--- src/core/telemetry_map.svh ---
// Register offsets, field positions and reset values of the telemetry monitor
// Behaviour
// - Snapshots reach nonvolatile storage only while save-enable bit 7 of option register is set.
// - Readable telemetry registers refresh only on save function switched on then off.
// - Temperature register shows the saved temperature in whole degrees Celsius.
// - Minimum quality register keeps lowest quality seen since it was last read.
// - Writing 100 to minimum quality register restarts minimum tracking.
// - Operating-minutes register shows the minutes part of operating time.
// - Operating hours are sixteen bits: high register times 256 plus low.
// - Maintenance control register enables and configures maintenance supervision.
// - Maintenance interval is an eight-bit hour count, factory value 40.
// - Decoder reset restores the maintenance interval to 40 hours.
// - Operating-time stamp of last confirmed maintenance is readable in two registers.
// - Writing 128 to confirm register captures operating time as new stamp.
// - Confirmation write neither resets the decoder nor restores other values.
// - Device indicates hours since last stamp have exceeded the interval.
// - Overdue maintenance sets bit 3 of the error indication register.
// - Confirmation leaves error indication unchanged; overdue flag never self-clears.
`ifndef TELEMETRY_MAP_SVH
`define TELEMETRY_MAP_SVH
`define OFS_MAINT_CONFIRM   8'h08
`define OFS_ERROR_IND       8'h1E
`define OFS_USER_OPTION     8'h7A
`define OFS_SAVED_TEMP      8'h85
`define OFS_QUALITY_PCT     8'h87
`define OFS_QUALITY_MIN     8'h88
`define OFS_MAINT_CONTROL   8'h9A
`define OFS_MAINT_INTERVAL  8'h9B
`define OFS_RUN_MINUTES     8'h9C
`define OFS_RUN_HOURS_HIGH  8'h9D
`define OFS_RUN_HOURS_LOW   8'h9E
`define OFS_STAMP_A         8'h9F
`define OFS_STAMP_B         8'hA0
`define BIT_SAVE_ENABLE     7
`define BIT_OVERDUE         3
`define BIT_MAINT_ENABLE    0
`define VAL_CONFIRM         8'h80
`define VAL_QUALITY_FULL    8'h64
`define RST_INTERVAL        8'h28
`define RST_USER_OPTION     8'h00
`define RST_MAINT_CONTROL   8'h00
`define MINUTE_LAST         6'h3B
`define MINUTE_SECONDS      60
`define CLOCK_HZ            25000000
`endif

--- src/core/telemetry_pkg.sv ---
// Types shared by the telemetry monitor files
package telemetry_pkg;
	typedef logic [7:0]  byte_t;
	typedef logic [15:0] hours_t;
	typedef enum logic [1:0] {
		SNAP_IDLE,
		SNAP_ON,
		SNAP_STORE
	} snap_state_t;
endpackage : telemetry_pkg

--- src/core/run_time_counter.sv ---
// Operating minutes and hours accumulator
`timescale 1ns/1ps
`default_nettype none
`include "telemetry_map.svh"
module run_time_counter
	import telemetry_pkg::*;
#(
	parameter int unsigned TICKS_PER_MINUTE = `CLOCK_HZ * `MINUTE_SECONDS
) (
	input  wire logic   ref_clk_i,
	input  wire logic   reset_i,
	input  wire logic   running_i,
	output logic [5:0]  minutes_o,
	output hours_t      hours_o,
	output logic        hour_tick_o
);
	logic [31:0] prescale;
	wire         minute_done = running_i && (prescale == TICKS_PER_MINUTE - 1);

	always_ff @(posedge ref_clk_i) begin
		if (reset_i || minute_done) begin
			prescale <= 32'h0000_0000;
		end else if (running_i) begin
			prescale <= prescale + 32'h0000_0001;
		end
	end

	always_ff @(posedge ref_clk_i) begin
		if (reset_i) begin
			minutes_o   <= 6'h00;
			hours_o     <= 16'h0000;
			hour_tick_o <= 1'b0;
		end else begin
			hour_tick_o <= 1'b0;
			if (minute_done) begin
				if (minutes_o == `MINUTE_LAST) begin
					minutes_o   <= 6'h00;
					hours_o     <= hours_o + 16'h0001;
					hour_tick_o <= 1'b1;
				end else begin
					minutes_o <= minutes_o + 6'h01;
				end
			end
		end
	end
endmodule : run_time_counter
`default_nettype wire

--- src/core/snapshot_trigger.sv ---
// Detects save function switched on and then off
`timescale 1ns/1ps
`default_nettype none
module snapshot_trigger
	import telemetry_pkg::*;
(
	input  wire logic ref_clk_i,
	input  wire logic reset_i,
	input  wire logic save_snapshot_function_i,
	output logic      snapshot_o
);
	snap_state_t state;

	always_ff @(posedge ref_clk_i) begin
		if (reset_i) begin
			state      <= SNAP_IDLE;
			snapshot_o <= 1'b0;
		end else begin
			snapshot_o <= 1'b0;
			case (state)
				SNAP_IDLE: begin
					if (save_snapshot_function_i) begin
						state <= SNAP_ON;
					end
				end
				SNAP_ON: begin
					// Off after on completes the toggle
					if (!save_snapshot_function_i) begin
						state      <= SNAP_IDLE;
						snapshot_o <= 1'b1;
					end
				end
				default: begin
					state <= SNAP_IDLE;
				end
			endcase
		end
	end
endmodule : snapshot_trigger
`default_nettype wire

--- src/core/telemetry_maintenance_monitor.sv ---
// Telemetry and maintenance tracking with configuration register port
`timescale 1ns/1ps
`default_nettype none
`include "telemetry_map.svh"
module telemetry_maintenance_monitor
	import telemetry_pkg::*;
#(
	parameter int unsigned TICKS_PER_MINUTE = `CLOCK_HZ * `MINUTE_SECONDS
) (
	input  wire logic   ref_clk_i,
	input  wire logic   reset_i,
	input  wire logic   cfg_wr_i,
	input  wire logic   cfg_rd_i,
	input  wire byte_t  cfg_addr_i,
	input  wire byte_t  cfg_wdata_i,
	output byte_t       cfg_rdata_o,
	output logic        cfg_rvalid_o,
	input  wire logic   save_snapshot_function_i,
	input  wire logic   motor_running_i,
	input  wire byte_t  temperature_c_i,
	input  wire byte_t  signal_quality_indicator_i,
	input  wire logic   quality_sample_i,
	output logic        nv_store_o,
	output byte_t       nv_temperature_o,
	output byte_t       nv_quality_o,
	output byte_t       nv_quality_min_o,
	output logic [5:0]  nv_minutes_o,
	output hours_t      nv_hours_o,
	output hours_t      nv_stamp_o,
	output logic        maintenance_due_o
);
	byte_t       error_indication;
	byte_t       user_option_flags;
	byte_t       maintenance_control;
	byte_t       maintenance_interval_hours;
	byte_t       saved_temperature;
	byte_t       signal_quality_pct;
	byte_t       signal_quality_min;
	byte_t       live_quality_min;
	logic [5:0]  run_minutes;
	hours_t      run_hours;
	hours_t      last_service_stamp;
	logic [5:0]  live_minutes;
	hours_t      live_hours;
	logic        hour_tick;
	logic        snapshot;
	hours_t      hours_since;
	logic        overdue;
	logic        wr_option;
	logic        wr_control;
	logic        wr_interval;
	logic        wr_error;
	logic        wr_quality_reset;
	logic        wr_confirm;
	logic        rd_quality_min;
	logic        store_now;
	logic        overdue_event;
	byte_t       quality_clamped;

	run_time_counter #(
		.TICKS_PER_MINUTE (TICKS_PER_MINUTE)
	) u_run_time (
		.ref_clk_i   (ref_clk_i),
		.reset_i     (reset_i),
		.running_i   (motor_running_i),
		.minutes_o   (live_minutes),
		.hours_o     (live_hours),
		.hour_tick_o (hour_tick)
	);

	snapshot_trigger u_snap (
		.ref_clk_i                (ref_clk_i),
		.reset_i                  (reset_i),
		.save_snapshot_function_i (save_snapshot_function_i),
		.snapshot_o               (snapshot)
	);

	function automatic logic wr_hit(input byte_t ofs);
		return cfg_wr_i && (cfg_addr_i == ofs);
	endfunction : wr_hit

	function automatic logic rd_hit(input byte_t ofs);
		return cfg_rd_i && (cfg_addr_i == ofs);
	endfunction : rd_hit

	// Live input may run above full scale on a noisy track
	function automatic byte_t clamp_pct(input byte_t pct);
		return (pct > `VAL_QUALITY_FULL) ? `VAL_QUALITY_FULL : pct;
	endfunction : clamp_pct

	// Write-only and unmapped offsets read as zero
	function automatic byte_t reg_value(input byte_t ofs);
		byte_t value;
		value = 8'h00;
		case (ofs)
			`OFS_ERROR_IND:      value = error_indication;
			`OFS_USER_OPTION:    value = user_option_flags;
			`OFS_SAVED_TEMP:     value = saved_temperature;
			`OFS_QUALITY_PCT:    value = signal_quality_pct;
			`OFS_QUALITY_MIN:    value = signal_quality_min;
			`OFS_MAINT_CONTROL:  value = maintenance_control;
			`OFS_MAINT_INTERVAL: value = maintenance_interval_hours;
			`OFS_RUN_MINUTES:    value = {2'b00, run_minutes};
			`OFS_RUN_HOURS_HIGH: value = run_hours[15:8];
			`OFS_RUN_HOURS_LOW:  value = run_hours[7:0];
			`OFS_STAMP_A:        value = last_service_stamp[15:8];
			`OFS_STAMP_B:        value = last_service_stamp[7:0];
			default:             value = 8'h00;
		endcase
		return value;
	endfunction : reg_value

	// Strobes decoded once, so every register sees the same qualified write
	assign wr_option        = wr_hit(`OFS_USER_OPTION);
	assign wr_control       = wr_hit(`OFS_MAINT_CONTROL);
	assign wr_interval      = wr_hit(`OFS_MAINT_INTERVAL);
	assign wr_error         = wr_hit(`OFS_ERROR_IND);
	assign wr_quality_reset = wr_hit(`OFS_QUALITY_MIN) && (cfg_wdata_i == `VAL_QUALITY_FULL);
	assign wr_confirm       = wr_hit(`OFS_MAINT_CONFIRM) && (cfg_wdata_i == `VAL_CONFIRM);
	assign rd_quality_min   = rd_hit(`OFS_QUALITY_MIN);
	assign store_now        = snapshot && user_option_flags[`BIT_SAVE_ENABLE];
	assign overdue_event    = overdue && hour_tick;
	assign quality_clamped  = clamp_pct(signal_quality_indicator_i);

	// Save enable lives here; other option bits are kept for the host
	always_ff @(posedge ref_clk_i) begin
		if (reset_i) begin
			user_option_flags <= `RST_USER_OPTION;
		end else if (wr_option) begin
			user_option_flags <= cfg_wdata_i;
		end
	end

	always_ff @(posedge ref_clk_i) begin
		if (reset_i) begin
			maintenance_control <= `RST_MAINT_CONTROL;
		end else if (wr_control) begin
			maintenance_control <= cfg_wdata_i;
		end
	end

	// Confirm write never reaches this register, so the interval survives it
	always_ff @(posedge ref_clk_i) begin
		if (reset_i) begin
			maintenance_interval_hours <= `RST_INTERVAL;
		end else if (wr_interval) begin
			maintenance_interval_hours <= cfg_wdata_i;
		end
	end

	// Live minimum; a read restarts tracking, as does writing full scale
	always_ff @(posedge ref_clk_i) begin
		if (reset_i) begin
			live_quality_min <= `VAL_QUALITY_FULL;
		end else if (wr_quality_reset) begin
			live_quality_min <= `VAL_QUALITY_FULL;
		end else if (rd_quality_min) begin
			live_quality_min <= (quality_sample_i) ? signal_quality_indicator_i
				: `VAL_QUALITY_FULL;
		end else if (quality_sample_i && signal_quality_indicator_i < live_quality_min) begin
			live_quality_min <= signal_quality_indicator_i;
		end
	end

	// Readable copies change only on a completed save toggle
	always_ff @(posedge ref_clk_i) begin
		if (reset_i) begin
			saved_temperature <= 8'h00;
		end else if (snapshot) begin
			saved_temperature <= temperature_c_i;
		end
	end

	always_ff @(posedge ref_clk_i) begin
		if (reset_i) begin
			signal_quality_pct <= 8'h00;
		end else if (snapshot) begin
			signal_quality_pct <= quality_clamped;
		end
	end

	// Minutes and hours taken in one edge, so the pair is always consistent
	always_ff @(posedge ref_clk_i) begin
		if (reset_i) begin
			run_minutes <= 6'h00;
			run_hours   <= 16'h0000;
		end else if (snapshot) begin
			run_minutes <= live_minutes;
			run_hours   <= live_hours;
		end
	end

	// Restart write wins over a snapshot landing in the same cycle
	always_ff @(posedge ref_clk_i) begin
		if (reset_i) begin
			signal_quality_min <= `VAL_QUALITY_FULL;
		end else if (wr_quality_reset) begin
			signal_quality_min <= `VAL_QUALITY_FULL;
		end else if (snapshot) begin
			signal_quality_min <= live_quality_min;
		end
	end

	// Confirm captures live time as stamp; no other register restored
	always_ff @(posedge ref_clk_i) begin
		if (reset_i) begin
			last_service_stamp <= 16'h0000;
		end else if (wr_confirm) begin
			last_service_stamp <= live_hours;
		end
	end

	// Modulo difference stays right across a wrap of the hour count
	assign hours_since = live_hours - last_service_stamp;
	// Interval 0 means due once any hour has elapsed past the stamp
	assign overdue = maintenance_control[`BIT_MAINT_ENABLE]
		&& (hours_since > {8'h00, maintenance_interval_hours});

	// Overdue set wins over a software clear in the same cycle
	always_ff @(posedge ref_clk_i) begin
		if (reset_i) begin
			error_indication <= 8'h00;
		end else begin
			if (wr_error) begin
				error_indication <= cfg_wdata_i;
			end
			if (overdue_event) begin
				error_indication[`BIT_OVERDUE] <= 1'b1;
			end
		end
	end

	always_ff @(posedge ref_clk_i) begin
		if (reset_i) begin
			maintenance_due_o <= 1'b0;
		end else begin
			maintenance_due_o <= overdue;
		end
	end

	// Storage strobe fires only with save enable set
	always_ff @(posedge ref_clk_i) begin
		if (reset_i) begin
			nv_store_o <= 1'b0;
		end else begin
			nv_store_o <= store_now;
		end
	end

	// Stored telemetry moves with the strobe and holds until the next one
	always_ff @(posedge ref_clk_i) begin
		if (reset_i) begin
			nv_temperature_o <= 8'h00;
			nv_quality_o     <= 8'h00;
			nv_quality_min_o <= 8'h00;
		end else if (store_now) begin
			nv_temperature_o <= temperature_c_i;
			nv_quality_o     <= quality_clamped;
			nv_quality_min_o <= live_quality_min;
		end
	end

	always_ff @(posedge ref_clk_i) begin
		if (reset_i) begin
			nv_minutes_o <= 6'h00;
			nv_hours_o   <= 16'h0000;
			nv_stamp_o   <= 16'h0000;
		end else if (store_now) begin
			nv_minutes_o <= live_minutes;
			nv_hours_o   <= live_hours;
			nv_stamp_o   <= last_service_stamp;
		end
	end

	// Read data registered one cycle after the request
	always_ff @(posedge ref_clk_i) begin
		if (reset_i) begin
			cfg_rdata_o  <= 8'h00;
			cfg_rvalid_o <= 1'b0;
		end else begin
			cfg_rvalid_o <= cfg_rd_i;
			cfg_rdata_o  <= reg_value(cfg_addr_i);
		end
	end
endmodule : telemetry_maintenance_monitor
`default_nettype wire

--- config.mk ---
export PLATFORM = sky130hd
export DESIGN_NAME = telemetry_maintenance_monitor
export DESIGN_NICKNAME = d
export VERILOG_FILES = /design/src/core/telemetry_pkg.sv /design/src/core/run_time_counter.sv /design/src/core/snapshot_trigger.sv /design/src/core/telemetry_maintenance_monitor.sv
export VERILOG_INCLUDE_DIRS = /design/src /design/src/core
export SDC_FILE = /design/constraint.sdc
export NUM_CORES = 1
export LEC_CHECK = 0
export BUFFER_PORTS_ARGS = -buffer_cell sky130_fd_sc_hd__clkbuf_2
export CAP_MARGIN = 20
export CELL_PAD_IN_SITES_DETAIL_PLACEMENT = 1
export CELL_PAD_IN_SITES_GLOBAL_PLACEMENT = 2
export CORE_MARGIN = 2
export CORE_UTILIZATION = 35
export CTS_BUF_LIST = sky130_fd_sc_hd__clkbuf_8
export CTS_CLUSTER_DIAMETER = 120
export DETAILED_ROUTE_END_ITERATION = 12
export PLACE_DENSITY_LB_ADDON = 0.1
export SLEW_MARGIN = 25
export SYNTH_ARGS = -nofsm -noshare
export SYNTH_HDL_FRONTEND = slang
export SYNTH_HIERARCHICAL = 1
export SYNTH_SLANG_ARGS = --single-unit
--- constraint.sdc ---
create_clock -name ref_clk_i -period 6.88 [get_ports ref_clk_i]
set_clock_uncertainty 0.2 [all_clocks]
set_input_delay 1.376 -clock ref_clk_i [delete_from_list [all_inputs] [get_ports ref_clk_i]]
set_output_delay 1.376 -clock ref_clk_i [all_outputs]
set_load 0.01 [all_outputs]
==> reports/results.ini, run 1 <==
[run_status]
outcome = completed

[die]
die-area_mm2 = 0.0326
rows = 64
start_util = 0.356
core_mm2 = 0.0307
die_y_um = 181
ios = 112
die_w_um = 181

[timing]
drv_slew = 0
tightest_slew_ns = 0.994
clock.fmax_ghz = 0.264
hold_slack_ns = 0.253
relSlewSlack = 0.332
fin_crit_sh = 0.551
rsz0062_at_grt = false
setup_tns_ns = 0
finalHoldViolations = 0
period_minus_slack_ns = 3.79
setup_viol = 0

[synth]
syn_area_mm2 = 0.0109
synth_top_family_by_area = simple AND/OR/NAND/NOR gates
synth_fa_ha_area_frac = 0.0397
yosysWarnings = 6
yosys-top-cells-area = dfxtp_1 (43%), nand2_1 (7.0%), mux2i_1 (6.4%), a21oi_1 (5.6%), nor2_1 (4.2%)
postSynth.asyncResetShare = 0
synth-seq-area-share = 0.425
yosysMostFrequentCell = dfxtp_1
syn_inst = 1266
netlist_top_cells_count = dfxtp_1 (232), nand2_1 (204), a21oi_1 (122), nor2_1 (121), mux2i_1 (70)
synth.distinct_cells = 85
syn-num-nets = 1339
yosysTopAreaCell = dfxtp_1
ys_ff_latch = 232
synth-edff-count = 0
yosysTopAreaCellShare = 0.425
synth_top_flop_cell = dfxtp_1
synth-simple-area-share = 0.248
synth_compound_area_frac = 0.146
synth-xor-area-share = 0.0289
synth_mux_area_frac = 0.0663
avgSynthCellArea_um2 = 8.62

[critical_path]
path_class = register to register
path_cells = inv_1, ha_1, fa_1, nor2b_1, o31a_1, o21a_1, nor2_1, xnor2_1, ha_1, nand4_1, nor2_1, a21oi_1, a211oi_1, nand4_1, nor4_2, o32ai_1
crit_required_ns = 7.09
critPathCaptureType = register
critPathMaxFanout = 7
cp-start-kind = register
max_stage_delay_ns = 0.61
crit_family = simple AND/OR/NAND/NOR gates
worst-path-buf-inv = 1
arrival_ns = 4.00
slowest_stage = dfxtp_1

[global_route]
grt_start_max_net_pins = 67
antenna_found_initial = 0
grt_use_met2 = 0.344
grt_busiest_layer = met2
grt_pass1_vias = 9758
grt_first_pass_wirelength_um = 55100
grtUsageMet3 = 0.0374
grtUsageMet1 = 0.289
grt_usage = 0.212
grt-ovfl-total = 0

[final_layout]
area.growth.synth_to_final_pct = 14.6
nFillCells = 3694
drive_gt1_frac = 0.155
diodes = 0
multi_input_area_mm2 = 0.00578
layout.area.seq_mm2 = 0.00465
layout.nets = 1439

[power]
p_leak_nw = 4.92
ir_drop_mv = 0.133
powerDensity_mw_per_mm2 = 215
power_w = 0.00269

[clock_tree]
cts_resized = 0
cts_buffers = 43
insertion_delay_ns = 0.56
cts.sinks = 232
cts_setup_buffers = 0
cts_hold_buf = 0
clk_pin_slew_ns = 0.06
h-tree-depth = 2
cts_tree = built
clk_path_buf_depth = 3
cts_root_buffer = clkbuf_8

[placement]
dp_hpwl_um = 24800
portBuffers = 111
gp_congestion = 0.857

[drt]
wl_per_cell_um = 19.5
ant_nets = 0
vias_per_cell = 5.35
drt_first_pass_iters = 5
totalWireLength_um = 34900
dr.first_iter.drc_count = 613
drc = 0
num_vias = 9574

[min_path]
min_path_type = register to register

[flow_run]
drv_cap = 0

-- worst register-to-register path, stage by stage (launching register included) --
cell and delay [ns]:
dfxtp_1 0.61, inv_1 0.09, ha_1 0.22, fa_1 0.41
nor2b_1 0.16, o31a_1 0.19, o21a_1 0.12, nor2_1 0.04
xnor2_1 0.12, ha_1 0.29, nand4_1 0.13, nor2_1 0.19
a21oi_1 0.06, a211oi_1 0.23, nand4_1 0.13, nor4_2 0.32
o32ai_1 0.13
-- final timing paths --
check                         from                   to  slack (ns)  cells past startpoint
max          u_run_time/hours_o[0]  error_indication[3]        3.09                     16
min                  nv_stamp_o[3]        nv_stamp_o[3]        0.25                      2
max reg2reg  u_run_time/hours_o[0]  error_indication[3]        3.09                     16
min reg2reg          nv_stamp_o[3]        nv_stamp_o[3]        0.25                      2
-- metrics by stage --
step                       util  setup WS (ns)  cells  instance area [um^2]
after floorplan               -           3.55   1266                 10900
after global placement    0.383           3.20   1717                 11700
after detailed placement  0.383           3.09   1717                 11700
after CTS                 0.408           3.06   1790                 12500
after global routing      0.408           2.85   1790                 12500
final                     0.408           3.09   1790                 12500
-- cell type report --
| type | count | share of cell area |
|---|---|---|
| multi-input cells | 923 | 0.462 |
| well taps | 396 | 0.0396 |
| clock buffers | 48 | 0.0528 |
| repair buffers | 122 | 0.0515 |
| flip-flops and latches | 232 | 0.371 |
| inverters | 44 | 0.0132 |
| clock inverters | 25 | 0.00910 |
-- state kept, by name (all words and copies together), names as in the netlist, 16 cells and up --
register and flops:
nv_stamp_o 16, u_run_time/hours_o 16, u_run_time/prescale 32, run_hours 16
nv_hours_o 16, last_service_stamp 16
-- layer usage --
| layer | vias up | share of wire |
|---|---|---|
| met1 | 4677 | 0.48 |
| met3 | 52 | 0.043 |
| met4 | 0 | 0.020 |
| li1 | 4674 | - |
| met2 | 171 | 0.46 |
| met5 | - | 0 |
-- power breakdown --
| group | total [W] | switching [W] | internal [W] |
|---|---|---|---|
| combinational | 0.000107 | 0.0000718 | 0.0000352 |
| clock | 0.00122 | 0.000587 | 0.000637 |
| sequential | 0.00136 | 0.0000101 | 0.00135 |
| total | 0.00269 | 0.000669 | 0.00203 |
-- kinds of logic (layout without fill, tap and decap cells) --
kind of cell | Yosys count | count (layout)
mux | 72 | 72
flops | 232 | 232
xor+xnor | 36 | 36
compound gates | 246 | 246
fa+ha+maj | 34 | 34
simple gates | 535 | 535
buf+inv | 111 | 239
-- cells in the final DEF, fill, tap and decap left out, drive strengths merged, types with 4 or more instances in the layout --
master | Yosys | layout
nand3 | 64 | 64
a221oi | 7 | 7
or4 | 4 | 4
o21ai | 24 | 24
xnor2 | 16 | 16
nor2 | 123 | 123
a22oi | 14 | 14
and2 | 8 | 8
nor4b | 4 | 4
a211oi | 11 | 11
a222oi | 10 | 10
o21a | 10 | 10
a311oi | 4 | 4
nor2b | 11 | 11
nand2b | 12 | 12
a22o | 4 | 4
xor2 | 20 | 20
or3 | 14 | 14
nor3b | 8 | 8
and3 | 14 | 14
a21o | 7 | 7
inv | 44 | 67
nor3 | 13 | 13
a21oi | 123 | 123
nand4b | 6 | 6
a31oi | 4 | 4
clkbuf | 37 | 158
nand4 | 28 | 28
mux2i | 70 | 70
buf | 30 | 12
dfxtp | 232 | 232
ha | 33 | 33
nor4 | 12 | 12
nand2 | 204 | 204
No activity file was read; power rests on OpenSTA's default activity.
==> inputs of run 2 (changes only) <==
--- a/config.mk
+++ b/config.mk
@@ -11,7 +11,7 @@
 export CELL_PAD_IN_SITES_DETAIL_PLACEMENT = 1
 export CELL_PAD_IN_SITES_GLOBAL_PLACEMENT = 2
 export CORE_MARGIN = 2
-export CORE_UTILIZATION = 35
+export CORE_UTILIZATION = 34
 export CTS_BUF_LIST = sky130_fd_sc_hd__clkbuf_8
 export CTS_CLUSTER_DIAMETER = 120
 export DETAILED_ROUTE_END_ITERATION = 12
==> constraint.sdc (replaced) <==
create_clock -name ref_clk_i -period 3.4 [get_ports ref_clk_i]
set_clock_uncertainty 0.2 [all_clocks]
set_input_delay 0.68 -clock ref_clk_i [delete_from_list [all_inputs] [get_ports ref_clk_i]]
set_output_delay 0.68 -clock ref_clk_i [all_outputs]
set_load 0.01 [all_outputs]
==> reports/results.ini, run 2 (synthesis gave the netlist of run 1 again) <==
[placement]
dp_hpwl_um = 25800  ; +4.1%
portBuffers = 111  ; unchanged
gp_congestion = 0.827  ; -3.4%

[critical_path]
reg2reg_setup_slack_ns = 0.1  ; -2.99 ns
critPathMaxFanout = 2  ; -5
crit_end = error_indication[3]
crit_required_ns = 3.62  ; -3.47 ns
critPathCaptureType = register
cp-startpoint = u_run_time/hours_o[0]
path_class = register to register
reg2reg_from = u_run_time/hours_o[0]
slowest_stage = fa_2
path_cells = inv_2, ha_4, fa_2, nor2b_4, o31a_1, o21a_1, nor2_2, xnor2_2, ha_1, nand4_1, nor2_2, a211oi_2, a211oi_2, nand4_1, nor4_4, o32ai_2
reg2reg_depth = 16  ; unchanged
max_stage_delay_ns = 0.38  ; -0.23 ns
r2r_end = error_indication[3]
cp-start-kind = register
arrival_ns = 3.53  ; -0.47 ns

[drt]
num_vias = 9702  ; +1.3%
totalWireLength_um = 36000  ; +3.1%
drt_first_pass_iters = 5  ; unchanged
ant_nets = 0  ; unchanged
drc = 0  ; unchanged
dr.first_iter.drc_count = 515  ; -16%
wl_per_cell_um = 19.6  ; +0.64%
vias_per_cell = 5.29  ; -1.1%

[global_route]
grt_first_pass_wirelength_um = 55700  ; +1.2%
grt_usage = 0.212  ; +0.000451
grt_start_max_net_pins = 81  ; +21%
antenna_found_initial = 0  ; unchanged
grt-ovfl-total = 0  ; unchanged
grt_pass1_vias = 9642  ; -1.2%

[timing]
tightest_slew_ns = 0.774  ; -0.220 ns
drv_slew = 0  ; unchanged
clock.fmax_ghz = 0.303  ; +15%
period_minus_slack_ns = 3.30  ; -0.488 ns
relSlewSlack = 0.484  ; +0.152
setup_tns_ns = 0  ; unchanged
hold_slack_ns = 0.100  ; -0.153 ns
rsz0062_at_grt = true
setup_viol = 0  ; unchanged
fin_crit_sh = 0.972  ; +0.420
finalHoldViolations = 0  ; unchanged

[power]
powerDensity_mw_per_mm2 = 446  ; +110%
p_comb_frac = 0.038  ; -0.002
ir_drop_mv = 0.224  ; +69%
intPower_w = 0.00439  ; +120%
pwr-share-clk = 0.486  ; +0.032
p_sw_frac = 0.242  ; -0.00639
switchingPower_w = 0.00140  ; +110%
p_seq_frac = 0.476  ; -0.030
p_leak_nw = 5.18  ; +5.3%

[die]
ios = 112  ; unchanged
die_w_um = 183  ; +1.4%
start_util = 0.346  ; -0.00999
core_mm2 = 0.0316  ; +2.9%
die-area_mm2 = 0.0336  ; +2.9%
die_y_um = 183  ; +1.4%
rows = 65  ; +1.6%

[clock_tree]
cts_root_buffer = clkbuf_8
h-tree-depth = 2  ; unchanged
clk_path_buf_depth = 3  ; unchanged
cts_hold_buf = 0  ; unchanged
insertion_delay_ns = 0.57  ; about the same
cts.sinks = 232  ; unchanged
cts_buffers = 44  ; +2.3%
clk_pin_slew_ns = 0.06  ; about the same
cts_tree = built

[final_layout]
diodes = 0  ; unchanged
multi_input_area_mm2 = 0.00587  ; +1.5%
most-common-layout-cells = dfxtp_1 (229), nand2_1 (203), a21oi_1 (121)
largest_register_ffs = 32  ; unchanged
largest_register = u_run_time/prescale
nFillCells = 3770  ; +2.1%
final_common_cell = dfxtp_1
layout.area.seq_mm2 = 0.00465  ; +0.11%
layout.nets = 1471  ; +2.2%
area.growth.synth_to_final_pct = 19.0
drive_gt1_frac = 0.192  ; +0.0371

[min_path]
min_path_type = input pin to register

[run_status]
outcome = completed

[flow_run]
drv_cap = 0  ; unchanged

run 2: cell types whose count changed in the layout (fill, tap and decap cells not counted), moves of 2 or more:
cell,before,now
buf_4,11,41
nor2_2,1,4
a211oi_1,10,8
clkbuf_8,48,57
ha_4,0,2
nor2_1,121,118
ha_1,33,30
dfxtp_1,231,229
inv_1,65,60
a211oi_2,1,3
run 2: worst max-delay path: cells and delay by family, from the launching register on:
kind	cells	cell delay, ns
XOR/XNOR	1	0.14
buffers and inverters	1	0.04
AO/OA/AOI/OAI	5	0.67
flip-flops	1	0.34
adder cells (fa/ha/maj)	3	0.83
AND/OR/NAND/NOR	6	0.92
run 2: layout make-up:
class,count,area share
tap,402,0.0387
inverter,44,0.0127
clock buffer,57,0.0604
timing repair buffer,153,0.0685
clock inverter,23,0.0101
multi-input combinational,923,0.452
sequential,232,0.358
run 2: timing repair:
| item | in CTS | in global routing |
|---|---|---|
| endpoints found under the hold margin | 0 | 0 |
| setup buffers | 1 | 7 |
| gates resized for setup | 1 | 20 |
| pin swaps | 2 | 15 |
| cloned | 0 | 0 |
| setup endpoints to repair | 2 | 2 |
run 2: worst min path at each step:
stage	cells past startpoint	startpoint	end	slack (ns)
2_1_floorplan	2	error_indication[7]	error_indication[7]	0.24
4_1_cts	2	save_snapshot_function_i	u_snap/snapshot_o	0.06
6_report	2	save_snapshot_function_i	u_snap/snapshot_o	0.1
5_1_grt	2	save_snapshot_function_i	u_snap/snapshot_o	0.08
3_5_place_dp	2	nv_stamp_o[10]	nv_stamp_o[10]	0.25
3_3_place_gp	2	nv_temperature_o[1]	nv_temperature_o[1]	0.24
run 2: metal layers:
| layer | track usage | wire length [um] | vias up |
|---|---|---|---|
| met2 | 0.337 | 16100 | 196 |
| met5 | 0 | 0 | - |
| li1 | - | - | 4740 |
| met1 | 0.296 | 17500 | 4710 |
| met3 | 0.0363 | 1510 | 56 |
| met4 | 0.0627 | 894 | 0 |
run 2: stage by stage:
step / util / cell area (um^2) / worst slack, ns / instances / total power (W)
floorplan: - / 10900 / 0.208 / 1266 / 0.00295
global placement: 0.378 / 11900 / 0.114 / 1746 / 0.00304
detailed placement: 0.378 / 11900 / -0.119 / 1746 / 0.00304
CTS: 0.407 / 12800 / 0.0230 / 1827 / 0.00590
global route: 0.412 / 13000 / -0.0955 / 1834 / 0.00605
finish: 0.412 / 13000 / 0.0967 / 1834 / 0.00580
run 2: power by group through the flow:
| stage | clock (W) | combinational, W | sequential (W) |
|---|---|---|---|
| after detailed placement | 0 | 0.000225 | 0.00282 |
| after floorplan | 0 | 0.000143 | 0.00281 |
| after global placement | 0 | 0.000222 | 0.00282 |
| after global routing | 0.00305 | 0.000244 | 0.00276 |
| after CTS | 0.00292 | 0.000226 | 0.00276 |
| final | 0.00282 | 0.000223 | 0.00276 |
